File: src/shared/byte_op_regs.svh
// register offsets, field positions, reset values and opcode patterns
`ifndef BYTE_OP_REGS_SVH
`define BYTE_OP_REGS_SVH

`define OFS_CTRL         8'h00
`define OFS_ACC          8'h04
`define OFS_FLAGS        8'h08
`define OFS_BANK         8'h0C
`define OFS_INDEX        8'h10
`define OFS_IRQ_STAT     8'h14
`define OFS_IRQ_CLR      8'h18
`define OFS_IRQ_EN       8'h1C

`define CTRL_EXT_BIT     0
`define FLAGS_PD_BIT     5
`define FLAGS_TO_BIT     6
`define IRQ_SLEEP_BIT    0
`define IRQ_WAKE_BIT     1
`define IRQ_BADOP_BIT    2
`define IRQ_W            3

`define RST_CTRL         1'h0
`define RST_ACC          8'h00
`define RST_FLAGS        5'h00
`define RST_PD           1'h1
`define RST_TO           1'h1
`define RST_BANK         4'h0
`define RST_INDEX        12'h000
`define RST_IRQ          3'h0

`define ACCESS_SPLIT     8'h60
`define INDEX_LIMIT      8'h5F
`define ACCESS_HIGH_BANK 4'hF
`define FILL_VALUE       8'hFF

`define OPC_ROT          6'h10
`define OPC_FILL         7'h34
`define OPC_SLEEP        16'h0003
`define OPC_ACC_MINUS_FILE_BORROW       6'h15
`define OPC_FILE_MINUS_ACC        6'h17
`define OPC_LITERAL_MINUS_ACC        8'h08

`endif

File: src/shared/byte_op_pkg.sv
// types shared by the byte-op execution core
package byte_op_pkg;

    typedef enum logic [2:0] {
        OP_NONE,
        OP_ROT,
        OP_FILL,
        OP_SLEEP,
        OP_ACC_MINUS_FILE_BORROW,
        OP_FILE_MINUS_ACC,
        OP_LITERAL_MINUS_ACC
    } op_e;

    // bit 0 carry .. bit 4 negative
    typedef struct packed {
        logic n;
        logic ov;
        logic z;
        logic dc;
        logic c;
    } flags_s;

    typedef struct packed {
        logic [11:0] addr;
        logic        we;
        logic [7:0]  wdata;
    } mem_req_s;

endpackage

File: src/core/file_addr_resolve.sv
// file address resolution: access bank, banked and indexed literal offset
`timescale 1ns/1ps
`include "byte_op_regs.svh"

module file_addr_resolve #(
    parameter int BANK_W = 4
) (
    input  wire logic [7:0]          i_f,
    input  wire logic                i_a,
    input  wire logic                i_ext_en,
    input  wire logic [BANK_W-1:0]   i_bank,
    input  wire logic [BANK_W+7:0]   i_index_base,
    output logic      [BANK_W+7:0]   o_addr,
    output logic                     o_indexed
);

    wire             low_half;
    wire [BANK_W+7:0] idx_addr;
    wire [BANK_W+7:0] acc_addr;
    wire [BANK_W+7:0] bank_addr;

    assign low_half  = (i_f < `ACCESS_SPLIT);
    assign o_indexed = i_ext_en & ~i_a & (i_f <= `INDEX_LIMIT);
    // wraps inside the data space, no fault on overflow
    assign idx_addr  = i_index_base + {{BANK_W{1'b0}}, i_f};
    assign acc_addr  = low_half ? {{BANK_W{1'b0}}, i_f}
                                : {{(BANK_W-4){1'b1}}, `ACCESS_HIGH_BANK, i_f};
    assign bank_addr = {i_bank, i_f};
    assign o_addr    = o_indexed ? idx_addr : (i_a ? bank_addr : acc_addr);

endmodule

File: src/core/sub_rot_alu.sv
// result and flag logic for rotate, fill and the subtract family
`timescale 1ns/1ps
`include "byte_op_regs.svh"

module sub_rot_alu (
    input  wire byte_op_pkg::op_e    i_op,
    input  wire logic [7:0]          i_acc,
    input  wire logic [7:0]          i_file,
    input  wire logic [7:0]          i_lit,
    input  wire logic                i_carry,
    output logic      [7:0]          o_result,
    output byte_op_pkg::flags_s      o_flags,
    output byte_op_pkg::flags_s      o_mask
);

    logic [7:0] x;
    logic [7:0] y;
    logic       cin;
    wire  [8:0] sum9;
    wire  [4:0] sum5;
    wire  [7:0] diff;
    wire  [7:0] rot;
    wire        is_sub;

    always_comb
    begin
        x   = i_acc;
        y   = i_file;
        cin = 1'b1;
        case (i_op)
            byte_op_pkg::OP_ACC_MINUS_FILE_BORROW:
            begin
                cin = i_carry;
            end
            byte_op_pkg::OP_FILE_MINUS_ACC:
            begin
                x = i_file;
                y = i_acc;
            end
            byte_op_pkg::OP_LITERAL_MINUS_ACC:
            begin
                x = i_lit;
                y = i_acc;
            end
            default:
            begin
                cin = 1'b1;
            end
        endcase
    end

    // two's complement: x + ~y + cin, carry out means no borrow
    assign sum9   = {1'b0, x} + {1'b0, ~y} + {8'h00, cin};
    assign sum5   = {1'b0, x[3:0]} + {1'b0, ~y[3:0]} + {4'h0, cin};
    assign diff   = sum9[7:0];
    assign rot    = {i_file[0], i_file[7:1]};
    assign is_sub = (i_op == byte_op_pkg::OP_ACC_MINUS_FILE_BORROW) | (i_op == byte_op_pkg::OP_FILE_MINUS_ACC)
                  | (i_op == byte_op_pkg::OP_LITERAL_MINUS_ACC);

    always_comb
    begin
        o_result = 8'h00;
        o_flags  = '0;
        o_mask   = '0;
        case (i_op)
            byte_op_pkg::OP_ROT:
            begin
                o_result  = rot;
                o_flags.n = rot[7];
                o_flags.z = (rot == 8'h00);
                o_mask.n  = 1'b1;
                o_mask.z  = 1'b1;
            end
            byte_op_pkg::OP_FILL:
            begin
                o_result = `FILL_VALUE;
            end
            default:
            begin
                if (is_sub)
                begin
                    o_result   = diff;
                    o_flags.n  = diff[7];
                    o_flags.z  = (diff == 8'h00);
                    o_flags.c  = sum9[8];
                    o_flags.dc = sum5[4];
                    o_flags.ov = (x[7] != y[7]) & (diff[7] != x[7]);
                    o_mask     = 5'h1F;
                end
            end
        endcase
    end

endmodule

File: src/core/byte_op_sleep_exec.sv
// four-quarter decode/execute core for rotate, fill, sleep and subtract ops
`timescale 1ns/1ps
`include "byte_op_regs.svh"

module byte_op_sleep_exec #(
    parameter int BANK_W = 4
) (
    input  wire logic                i_clk,
    input  wire logic                i_nrst,
    input  wire logic                i_ce,
    input  wire logic                i_psel,
    input  wire logic                i_penable,
    input  wire logic                i_pwrite,
    input  wire logic [7:0]          i_paddr,
    input  wire logic [31:0]         i_pwdata,
    output logic      [31:0]         o_prdata,
    output logic                     o_pready,
    output logic                     o_pslverr,
    input  wire logic                i_instr_valid,
    input  wire logic [15:0]         i_instr,
    output logic                     o_instr_ready,
    output byte_op_pkg::mem_req_s    o_mem,
    input  wire logic [7:0]          i_mem_rdata,
    input  wire logic                i_wake,
    input  wire logic                i_wake_watchdog,
    output logic                     o_sleep,
    output logic                     o_osc_en,
    output logic                     o_watchdog_clear,
    output logic                     o_irq
);

    generate
        if (BANK_W != 4)
        begin : g_bad_bank
            $error("BANK_W must be 4 to fit the 12-bit data address");
        end
    endgenerate

    ////////////////////////////////////////////////////////////////////////////////
    // decode helpers

    function automatic byte_op_pkg::op_e decode_op(input logic [15:0] w);
        byte_op_pkg::op_e r;
        r = byte_op_pkg::OP_NONE;
        if (w[15:10] == `OPC_ROT)
            r = byte_op_pkg::OP_ROT;
        else if (w[15:9] == `OPC_FILL)
            r = byte_op_pkg::OP_FILL;
        else if (w == `OPC_SLEEP)
            r = byte_op_pkg::OP_SLEEP;
        else if (w[15:10] == `OPC_ACC_MINUS_FILE_BORROW)
            r = byte_op_pkg::OP_ACC_MINUS_FILE_BORROW;
        else if (w[15:10] == `OPC_FILE_MINUS_ACC)
            r = byte_op_pkg::OP_FILE_MINUS_ACC;
        else if (w[15:8] == `OPC_LITERAL_MINUS_ACC)
            r = byte_op_pkg::OP_LITERAL_MINUS_ACC;
        return r;
    endfunction

    function automatic logic is_mapped(input logic [7:0] a);
        return (a == `OFS_CTRL) | (a == `OFS_ACC) | (a == `OFS_FLAGS) | (a == `OFS_BANK)
             | (a == `OFS_INDEX) | (a == `OFS_IRQ_STAT) | (a == `OFS_IRQ_CLR)
             | (a == `OFS_IRQ_EN);
    endfunction

    ////////////////////////////////////////////////////////////////////////////////
    // state

    typedef enum logic [2:0] {
        ST_Q1,
        ST_Q2,
        ST_Q3,
        ST_Q4,
        ST_SLEEP
    } phase_e;

    phase_e                state_q;
    phase_e                state_d;
    byte_op_pkg::op_e      op_q;
    logic [15:0]           instr_q;
    logic [7:0]            file_q;
    logic [7:0]            acc_q;
    byte_op_pkg::flags_s   flags_q;
    logic                  pd_q;
    logic                  to_q;
    logic                  ext_en_q;
    logic [BANK_W-1:0]     bank_q;
    logic [BANK_W+7:0]     index_q;
    logic [`IRQ_W-1:0]     irq_stat_q;
    logic [`IRQ_W-1:0]     irq_en_q;
    logic [31:0]           prdata_q;
    byte_op_pkg::mem_req_s mem_q;
    logic                  wdt_clr_q;

    wire                   take;
    wire                   wake_now;
    wire                   last_q;
    wire                   dest_file;
    wire                   to_file;
    wire                   to_acc;
    wire [BANK_W+7:0]      res_addr;
    wire [7:0]             alu_res;
    byte_op_pkg::flags_s   alu_flags;
    byte_op_pkg::flags_s   alu_mask;
    byte_op_pkg::flags_s   flags_d;
    byte_op_pkg::op_e      new_op;

    ////////////////////////////////////////////////////////////////////////////////
    // quarter sequencer

    assign new_op   = decode_op(i_instr);
    assign take     = (state_q == ST_Q1) & i_instr_valid;
    assign wake_now = (state_q == ST_SLEEP) & i_wake;
    assign last_q   = (state_q == ST_Q4);
    assign o_instr_ready = (state_q == ST_Q1);

    always_comb
    begin
        state_d = state_q;
        case (state_q)
            ST_Q1:    state_d = i_instr_valid ? ST_Q2 : ST_Q1;
            ST_Q2:    state_d = ST_Q3;
            ST_Q3:    state_d = ST_Q4;
            ST_Q4:    state_d = (op_q == byte_op_pkg::OP_SLEEP) ? ST_SLEEP : ST_Q1;
            ST_SLEEP: state_d = i_wake ? ST_Q1 : ST_SLEEP;
            default:  state_d = ST_Q1;
        endcase
    end

    always_ff @(posedge i_clk or negedge i_nrst)
    begin
        if (!i_nrst)
            state_q <= ST_Q1;
        else if (i_ce)
            state_q <= state_d;
    end

    always_ff @(posedge i_clk or negedge i_nrst)
    begin
        if (!i_nrst)
        begin
            op_q    <= byte_op_pkg::OP_NONE;
            instr_q <= 16'h0000;
        end
        else if (i_ce && take)
        begin
            op_q    <= new_op;
            instr_q <= i_instr;
        end
    end

    file_addr_resolve #(
        .BANK_W       (BANK_W)
    ) u_addr (
        .i_f          (i_instr[7:0]),
        .i_a          (i_instr[8]),
        .i_ext_en     (ext_en_q),
        .i_bank       (bank_q),
        .i_index_base (index_q),
        .o_addr       (res_addr),
        .o_indexed    ()
    );

    // operand read at the end of q2
    always_ff @(posedge i_clk or negedge i_nrst)
    begin
        if (!i_nrst)
            file_q <= 8'h00;
        else if (i_ce && state_q == ST_Q2)
            file_q <= i_mem_rdata;
    end

    sub_rot_alu u_alu (
        .i_op         (op_q),
        .i_acc        (acc_q),
        .i_file       (file_q),
        .i_lit        (instr_q[7:0]),
        .i_carry      (flags_q.c),
        .o_result     (alu_res),
        .o_flags      (alu_flags),
        .o_mask       (alu_mask)
    );

    ////////////////////////////////////////////////////////////////////////////////
    // destination select

    assign dest_file = instr_q[9];
    assign to_file = (op_q == byte_op_pkg::OP_FILL)
                   | (dest_file & ((op_q == byte_op_pkg::OP_ROT)
                   | (op_q == byte_op_pkg::OP_ACC_MINUS_FILE_BORROW) | (op_q == byte_op_pkg::OP_FILE_MINUS_ACC)));
    assign to_acc  = (op_q == byte_op_pkg::OP_LITERAL_MINUS_ACC)
                   | (~dest_file & ((op_q == byte_op_pkg::OP_ROT)
                   | (op_q == byte_op_pkg::OP_ACC_MINUS_FILE_BORROW) | (op_q == byte_op_pkg::OP_FILE_MINUS_ACC)));

    // address held from q2, write strobe only during q4
    always_ff @(posedge i_clk or negedge i_nrst)
    begin
        if (!i_nrst)
            mem_q <= '0;
        else if (i_ce)
        begin
            if (take)
                mem_q.addr <= res_addr;
            mem_q.we <= (state_q == ST_Q3) & to_file;
            if (state_q == ST_Q3)
                mem_q.wdata <= alu_res;
        end
    end
    assign o_mem = mem_q;

    ////////////////////////////////////////////////////////////////////////////////
    // apb slave, zero wait states

    wire        setup    = i_psel & ~i_penable;
    wire        access   = i_psel & i_penable;
    wire        mapped   = is_mapped(i_paddr);
    wire        wr       = access & i_pwrite & mapped;
    wire        wr_ctrl  = wr & (i_paddr == `OFS_CTRL);
    wire        wr_acc   = wr & (i_paddr == `OFS_ACC);
    wire        wr_flags = wr & (i_paddr == `OFS_FLAGS);
    wire        wr_bank  = wr & (i_paddr == `OFS_BANK);
    wire        wr_index = wr & (i_paddr == `OFS_INDEX);
    wire        wr_clr   = wr & (i_paddr == `OFS_IRQ_CLR);
    wire        wr_en    = wr & (i_paddr == `OFS_IRQ_EN);
    wire [31:0] rd_mux;

    assign rd_mux =
        (i_paddr == `OFS_CTRL)     ? {31'h0, ext_en_q} :
        (i_paddr == `OFS_ACC)      ? {24'h0, acc_q} :
        (i_paddr == `OFS_FLAGS)    ? {25'h0, to_q, pd_q, flags_q} :
        (i_paddr == `OFS_BANK)     ? {28'h0, bank_q} :
        (i_paddr == `OFS_INDEX)    ? {20'h0, index_q} :
        (i_paddr == `OFS_IRQ_STAT) ? {29'h0, irq_stat_q} :
        (i_paddr == `OFS_IRQ_EN)   ? {29'h0, irq_en_q} : 32'h0000_0000;

    // read data latched in setup so it comes from a flop
    always_ff @(posedge i_clk or negedge i_nrst)
    begin
        if (!i_nrst)
            prdata_q <= 32'h0000_0000;
        else if (i_ce && setup)
            prdata_q <= rd_mux;
    end
    assign o_prdata  = prdata_q;
    assign o_pready  = 1'b1;
    assign o_pslverr = access & ~mapped;

    always_ff @(posedge i_clk or negedge i_nrst)
    begin
        if (!i_nrst)
        begin
            ext_en_q <= `RST_CTRL;
            bank_q   <= `RST_BANK;
            index_q  <= `RST_INDEX;
            irq_en_q <= `RST_IRQ;
        end
        else if (i_ce)
        begin
            if (wr_ctrl)
                ext_en_q <= i_pwdata[`CTRL_EXT_BIT];
            if (wr_bank)
                bank_q <= i_pwdata[BANK_W-1:0];
            if (wr_index)
                index_q <= i_pwdata[BANK_W+7:0];
            if (wr_en)
                irq_en_q <= i_pwdata[`IRQ_W-1:0];
        end
    end

    ////////////////////////////////////////////////////////////////////////////////
    // accumulator and flags, q4 commit beats a bus write

    assign flags_d = (flags_q & ~alu_mask) | (alu_flags & alu_mask);

    always_ff @(posedge i_clk or negedge i_nrst)
    begin
        if (!i_nrst)
        begin
            acc_q   <= `RST_ACC;
            flags_q <= `RST_FLAGS;
        end
        else if (i_ce)
        begin
            if (last_q && to_acc)
                acc_q <= alu_res;
            else if (wr_acc)
                acc_q <= i_pwdata[7:0];
            if (last_q)
                flags_q <= flags_d;
            else if (wr_flags)
                flags_q <= i_pwdata[4:0];
        end
    end

    // power status: read-only to software
    always_ff @(posedge i_clk or negedge i_nrst)
    begin
        if (!i_nrst)
        begin
            pd_q <= `RST_PD;
            to_q <= `RST_TO;
        end
        else if (i_ce)
        begin
            if (last_q && op_q == byte_op_pkg::OP_SLEEP)
            begin
                pd_q <= 1'b0;
                to_q <= 1'b1;
            end
            else if (wake_now && i_wake_watchdog)
                to_q <= 1'b0;
        end
    end

    ////////////////////////////////////////////////////////////////////////////////
    // sleep and watchdog outputs

    always_ff @(posedge i_clk or negedge i_nrst)
    begin
        if (!i_nrst)
            wdt_clr_q <= 1'b0;
        else if (i_ce)
            wdt_clr_q <= last_q & (op_q == byte_op_pkg::OP_SLEEP);
    end
    assign o_watchdog_clear = wdt_clr_q;
    assign o_sleep  = (state_q == ST_SLEEP);
    assign o_osc_en = (state_q != ST_SLEEP);

    ////////////////////////////////////////////////////////////////////////////////
    // interrupt status: set beats clear

    wire [`IRQ_W-1:0] irq_set;
    assign irq_set[`IRQ_SLEEP_BIT] = last_q & (op_q == byte_op_pkg::OP_SLEEP);
    assign irq_set[`IRQ_WAKE_BIT]  = wake_now;
    assign irq_set[`IRQ_BADOP_BIT] = last_q & (op_q == byte_op_pkg::OP_NONE);

    genvar gi;
    generate
        for (gi = 0; gi < `IRQ_W; gi++)
        begin : g_irq
            always_ff @(posedge i_clk or negedge i_nrst)
            begin
                if (!i_nrst)
                    irq_stat_q[gi] <= 1'b0;
                else if (i_ce)
                    irq_stat_q[gi] <= irq_set[gi] | (irq_stat_q[gi] & ~(wr_clr & i_pwdata[gi]));
            end
        end
    endgenerate

    assign o_irq = |(irq_stat_q & irq_en_q);

endmodule

File: config.mk
export PLATFORM = sky130hd
export DESIGN_NAME = byte_op_sleep_exec
export DESIGN_NICKNAME = d
export VERILOG_FILES = /design/src/shared/byte_op_pkg.sv /design/src/core/file_addr_resolve.sv /design/src/core/sub_rot_alu.sv /design/src/core/byte_op_sleep_exec.sv
export VERILOG_INCLUDE_DIRS = /design/src /design/src/shared
export SDC_FILE = /design/constraint.sdc
export NUM_CORES = 1
export LEC_CHECK = 0
export BUFFER_PORTS_ARGS = -buffer_cell sky130_fd_sc_hd__buf_2
export CAP_MARGIN = 40
export CELL_PAD_IN_SITES_DETAIL_PLACEMENT = 1
export CELL_PAD_IN_SITES_GLOBAL_PLACEMENT = 1
export CORE_MARGIN = 3
export CORE_UTILIZATION = 24
export DETAILED_ROUTE_END_ITERATION = 10
export PLACE_DENSITY_LB_ADDON = 0.1
export SYNTH_ARGS = -nofsm -noshare
export SYNTH_HDL_FRONTEND = slang
export SYNTH_HIERARCHICAL = 1
export SYNTH_SLANG_ARGS = --single-unit
File: constraint.sdc
create_clock -name i_clk -period 4.8 [get_ports i_clk]
set_clock_uncertainty 0.2 [all_clocks]
set_input_delay 0.24 -clock i_clk [delete_from_list [all_inputs] [get_ports i_clk]]
set_output_delay 0.24 -clock i_clk [all_outputs]
set_load 0.01 [all_outputs]
==> report_table.html <==
<table>
<tr><th>Metric</th><th>Value</th></tr>
<tr><th colspan="2">Cells and area</th></tr>
<tr><td>Highest-count cells in the layout ignoring fill and taps</td><td>dfrtp_1, buf_2, mux2_2</td></tr>
<tr><td>Synth-to-layout area growth</td><td>19.02%</td></tr>
<tr><td>Post-layout instance count excluding filler cells</td><td>1017</td></tr>
<tr><td>Ratio of cells with drive above 1 in the final layout</td><td>30.59%</td></tr>
<tr><td>Antenna fix cells</td><td>0</td></tr>
<tr><td>Commonest non-fill, non-tap cell in the layout</td><td>dfrtp_1</td></tr>
<tr><td>Post-layout nets</td><td>780</td></tr>
<tr><th colspan="2">Setup path</th></tr>
<tr><td>Buffers and inverters on the worst path</td><td>1</td></tr>
<tr><td>Arrival time of data at the critical path endpoint</td><td>4.05 ns</td></tr>
<tr><td>Crit-path leading delay family</td><td>adder cells</td></tr>
<tr><td>CP max stage cell</td><td>fa_1</td></tr>
<tr><td>Largest incremental delay on the critical path</td><td>0.52 ns</td></tr>
<tr><td>Setup slack on the worst flop-to-flop path</td><td>0.79 ns</td></tr>
<tr><td>Cell-by-cell listing of the critical path</td><td>buf_4, a21bo_2, nor2_4, mux2i_1, fa_1, fa_1, a21o_1, o2111a_1, nor4_1, o21ai_0, and2_1, mux2_2, mux2_2</td></tr>
<tr><td>Worst Setup Start Kind</td><td>register</td></tr>
<tr><td>Crit end category</td><td>register</td></tr>
<tr><td>Largest fanout on the critical path</td><td>16</td></tr>
<tr><td>Data required, critical path</td><td>4.84 ns</td></tr>
<tr><td>Class of the most critical setup path</td><td>reg2reg</td></tr>
<tr><th colspan="2">Placed design</th></tr>
<tr><td>Sum of net half-perimeters after detailed placement</td><td>16090 um</td></tr>
<tr><td>GP Congestion</td><td>0.8247</td></tr>
<tr><td>Port Buffer Count</td><td>91</td></tr>
<tr><td>Placed Cells</td><td>983</td></tr>
<tr><th colspan="2">Global route</th></tr>
<tr><td>Pin count of the biggest net entering global routing</td><td>64</td></tr>
<tr><td>Global-route wire length before repair</td><td>32730 um</td></tr>
<tr><td>Total overflow reported by the global router</td><td>0</td></tr>
<tr><td>Antenna violations before repair</td><td>0</td></tr>
<tr><td>Global routing usage summed across all routing layers</td><td>15.03%</td></tr>
<tr><td>Number of global-route vias before repair</td><td>5426</td></tr>
<tr><th colspan="2">Synth</th></tr>
<tr><td>Count of yosys warnings during synthesis</td><td>6</td></tr>
<tr><td>Sequential fraction of the synthesis area</td><td>38.90%</td></tr>
<tr><td>Syn Std Cell Area</td><td>6118 um^2</td></tr>
<tr><td>Cell taking the most area after synthesis</td><td>dfrtp_1</td></tr>
<tr><td>Cells after synthesis</td><td>594</td></tr>
<tr><td>Share of the synthesized area in the top cell type</td><td>38.04%</td></tr>
<tr><td>Avg Synthesized Cell Area</td><td>10.30 um^2</td></tr>
<tr><td>Post-synthesis async set-or-reset flop share</td><td>100.0%</td></tr>
<tr><td>Main area contributors after synthesis</td><td>dfrtp_1, mux2_2, buf_4, ha_1, a21oi_1</td></tr>
<tr><td>Number of flops mapped to enable cells by yosys</td><td>0</td></tr>
<tr><td>Prevailing post-synth register cell</td><td>dfrtp_1</td></tr>
<tr><td>Count of distinct cell types in the synthesized netlist</td><td>79</td></tr>
<tr><td>Post-synthesis register bit count</td><td>95</td></tr>
<tr><th colspan="2">Clock tree</th></tr>
<tr><td>Post-cts resize count</td><td>0</td></tr>
<tr><td>TritonCTS clock tree</td><td>yes</td></tr>
<tr><td>Number of buffers created by CTS</td><td>9</td></tr>
<tr><td>Latest clock arrival within the worst-skew pair</td><td>0.35 ns</td></tr>
<tr><td>Clock root cell</td><td>clkbuf_16</td></tr>
<tr><td>Clock transition at the registers of the reported paths</td><td>0.07 ns</td></tr>
<tr><td>H-tree level count</td><td>3</td></tr>
<tr><td>Clock net sink count</td><td>95</td></tr>
<tr><td>Longest Clk Path Bufs</td><td>2</td></tr>
<tr><th colspan="2">Timing</th></tr>
<tr><td>Final-layout setup total negative slack</td><td>0 ns</td></tr>
<tr><td>Worst slack on hold paths</td><td>0.03255 ns</td></tr>
<tr><td>Final worst path period share</td><td>83.58%</td></tr>
<tr><td>Worst-case headroom to the max-slew limit</td><td>44.88%</td></tr>
<tr><td>Hold Violations, Final</td><td>0</td></tr>
<tr><td>Worst Tran Pin Value</td><td>0.8243 ns</td></tr>
<tr><td>Final worst path period need</td><td>4.012 ns</td></tr>
<tr><td>Final setup vio count</td><td>0</td></tr>
<tr><td>Fmax</td><td>0.2493 GHz</td></tr>
<tr><td>Unrepaired setup endpoints after global routing</td><td>no</td></tr>
<tr><td>Max-slew violation total from the final report</td><td>0</td></tr>
<tr><th colspan="2">Route</th></tr>
<tr><td>Number of design rule violations left after detail routing</td><td>0</td></tr>
<tr><td>Antenna violation net count after detailed routing</td><td>0</td></tr>
<tr><td>Detailed Routing Iterations Pass 1</td><td>4</td></tr>
<tr><td>Count of vias placed by the detailed router</td><td>4975</td></tr>
<tr><td>Drt wl/cell</td><td>20.25 um</td></tr>
<tr><td>DRT Wirelength</td><td>20590 um</td></tr>
<tr><td>Count of routing violations after the opening detailed-route iteration</td><td>252</td></tr>
<tr><td>Vias/cell</td><td>4.892</td></tr>
<tr><th colspan="2">Power</th></tr>
<tr><td>Power Density</td><td>484.2 nW/um^2</td></tr>
<tr><td>Leakage power total</td><td>3.311 nW</td></tr>
<tr><td>Peak supply drop</td><td>0.1763 mV</td></tr>
<tr><th colspan="2">Floorplan</th></tr>
<tr><td>Die Width</td><td>165.7 um</td></tr>
<tr><td>Height of the die</td><td>165.7 um</td></tr>
<tr><td>Number of top-level pins</td><td>133</td></tr>
<tr><td>Row count</td><td>57</td></tr>
<tr><td>Core region area</td><td>24680 um^2</td></tr>
<tr><td>Die area</td><td>27440 um^2</td></tr>
<tr><td>Initial Util</td><td>24.79%</td></tr>
<tr><th colspan="2">Run status</th></tr>
<tr><td>Outcome</td><td>finished clean</td></tr>
<tr><th colspan="2">Job</th></tr>
<tr><td>Number of maximum-capacitance violations</td><td>0</td></tr>
<tr><th colspan="2">Hold path</th></tr>
<tr><td>Worst min path class</td><td>in2reg</td></tr>
</table>
==> report_power, final <==
| group | leakage [nW] | switching, mW | internal (mW) | total (mW) |
|---|---|---|---|---|
| clock network | 0.134 | 0.330 | 0.379 | 0.709 |
| registers | 1.22 | 0.239 | 1.03 | 1.27 |
| logic | 1.95 | 0.852 | 0.700 | 1.55 |
==> final cells by class <==
class	count	area [um^2]
multi-input combinational	449	3435
timing repair buffer	116	713.2
fill	2843	17390
clock inverter	4	28.78
tap	324	405.4
sequential	95	2380
inverter	18	67.56
clock buffer	11	252.7
==> path summary, 6_finish.rpt <==
path	startpoint	endpoint	cells after the start
min in group asynchronous	i_nrst	index_q[9]	3
max in group asynchronous	i_nrst	instr_q[5]	3
hold reg to reg	o_prdata[0]	o_prdata[0]	2
setup / recovery	op_q[0]	acc_q[6]	13
hold / removal	i_pwdata[3]	index_q[3]	2
setup reg to reg	op_q[0]	acc_q[6]	13
==> flip-flops by register name, indices dropped and copies added (netlist names), 3 cells and up, named ones only <==
signal	flops
acc_q	8
irq_en_q	3
bank_q	4
o_prdata	12
index_q	12
o_mem	21
irq_stat_q	3
instr_q	9
file_q	8
op_q	3
state_q	3
==> synthesized netlist by cell type (4+ instances only) <==
library cell  count
dfrtp_1          93
xnor2_1           7
nor4_1            7
mux2_4           10
a22o_1            7
clkbuf_1         17
o22ai_1          15
nand3_1          16
nand3b_1          4
and3_1            8
o2bb2ai_1         7
a2bb2oi_1         4
ha_1             15
nand2_1          35
xor2_1            6
a221oi_1          5
nand4_1           5
buf_2             6
o21ai_0          20
nor3_1           12
inv_1            18
mux2_2           64
o21a_1            5
a21oi_1          33
buf_4            25
o31ai_1           9
nor2_1           26
nand2b_1          7
a21o_1            9
mux2i_1          12
nor2b_1          11
==> timing repair <==
item / 4_1_cts / 5_1_grt
setup buffers: 0 / 0
hold buffers: 19 / 0
hold endpoints to repair: 111 / 0
==> metrics by stage <==
| stage | cell area (um^2) | setup WS, ns | utilization (%) | total power [mW] |
|---|---|---|---|---|
| CTS | 7282 | 0.7908 | 29.51 | 3.597 |
| detailed placement | 6810 | 0.8108 | 27.60 | 2.853 |
| global placement | 6783 | 0.8452 | 27.49 | 2.803 |
| finish | 7282 | 0.7881 | 29.51 | 3.526 |
| global route | 7282 | 0.5511 | 29.51 | 3.810 |
| floorplan | 6190 | 0.9918 | - | 2.319 |
==> cells by family after synthesis <==
| logic type | count (synthesis) | share of synthesized area [%] |
|---|---|---|
| mux | 86 | 16.20 |
| xor+xnor | 13 | 1.861 |
| compound gates | 152 | 17.89 |
| other cells | 2 | 0.1227 |
| buf+inv | 69 | 6.135 |
| simple gates | 159 | 14.85 |
| flops | 95 | 38.90 |
| fa+ha+maj | 18 | 4.049 |
==> metal layers <==
layer / routed length [um] / share of wire [%] / global-route usage [%]
met1: 9425 / 46 / 19.57
met2: 10210 / 50 / 25.89
met3: 605 / 2.9 / 2.193
met4: 356 / 1.7 / 4.593
met5: 0 / 0 / 0
Power figures use the tool's default switching activity.
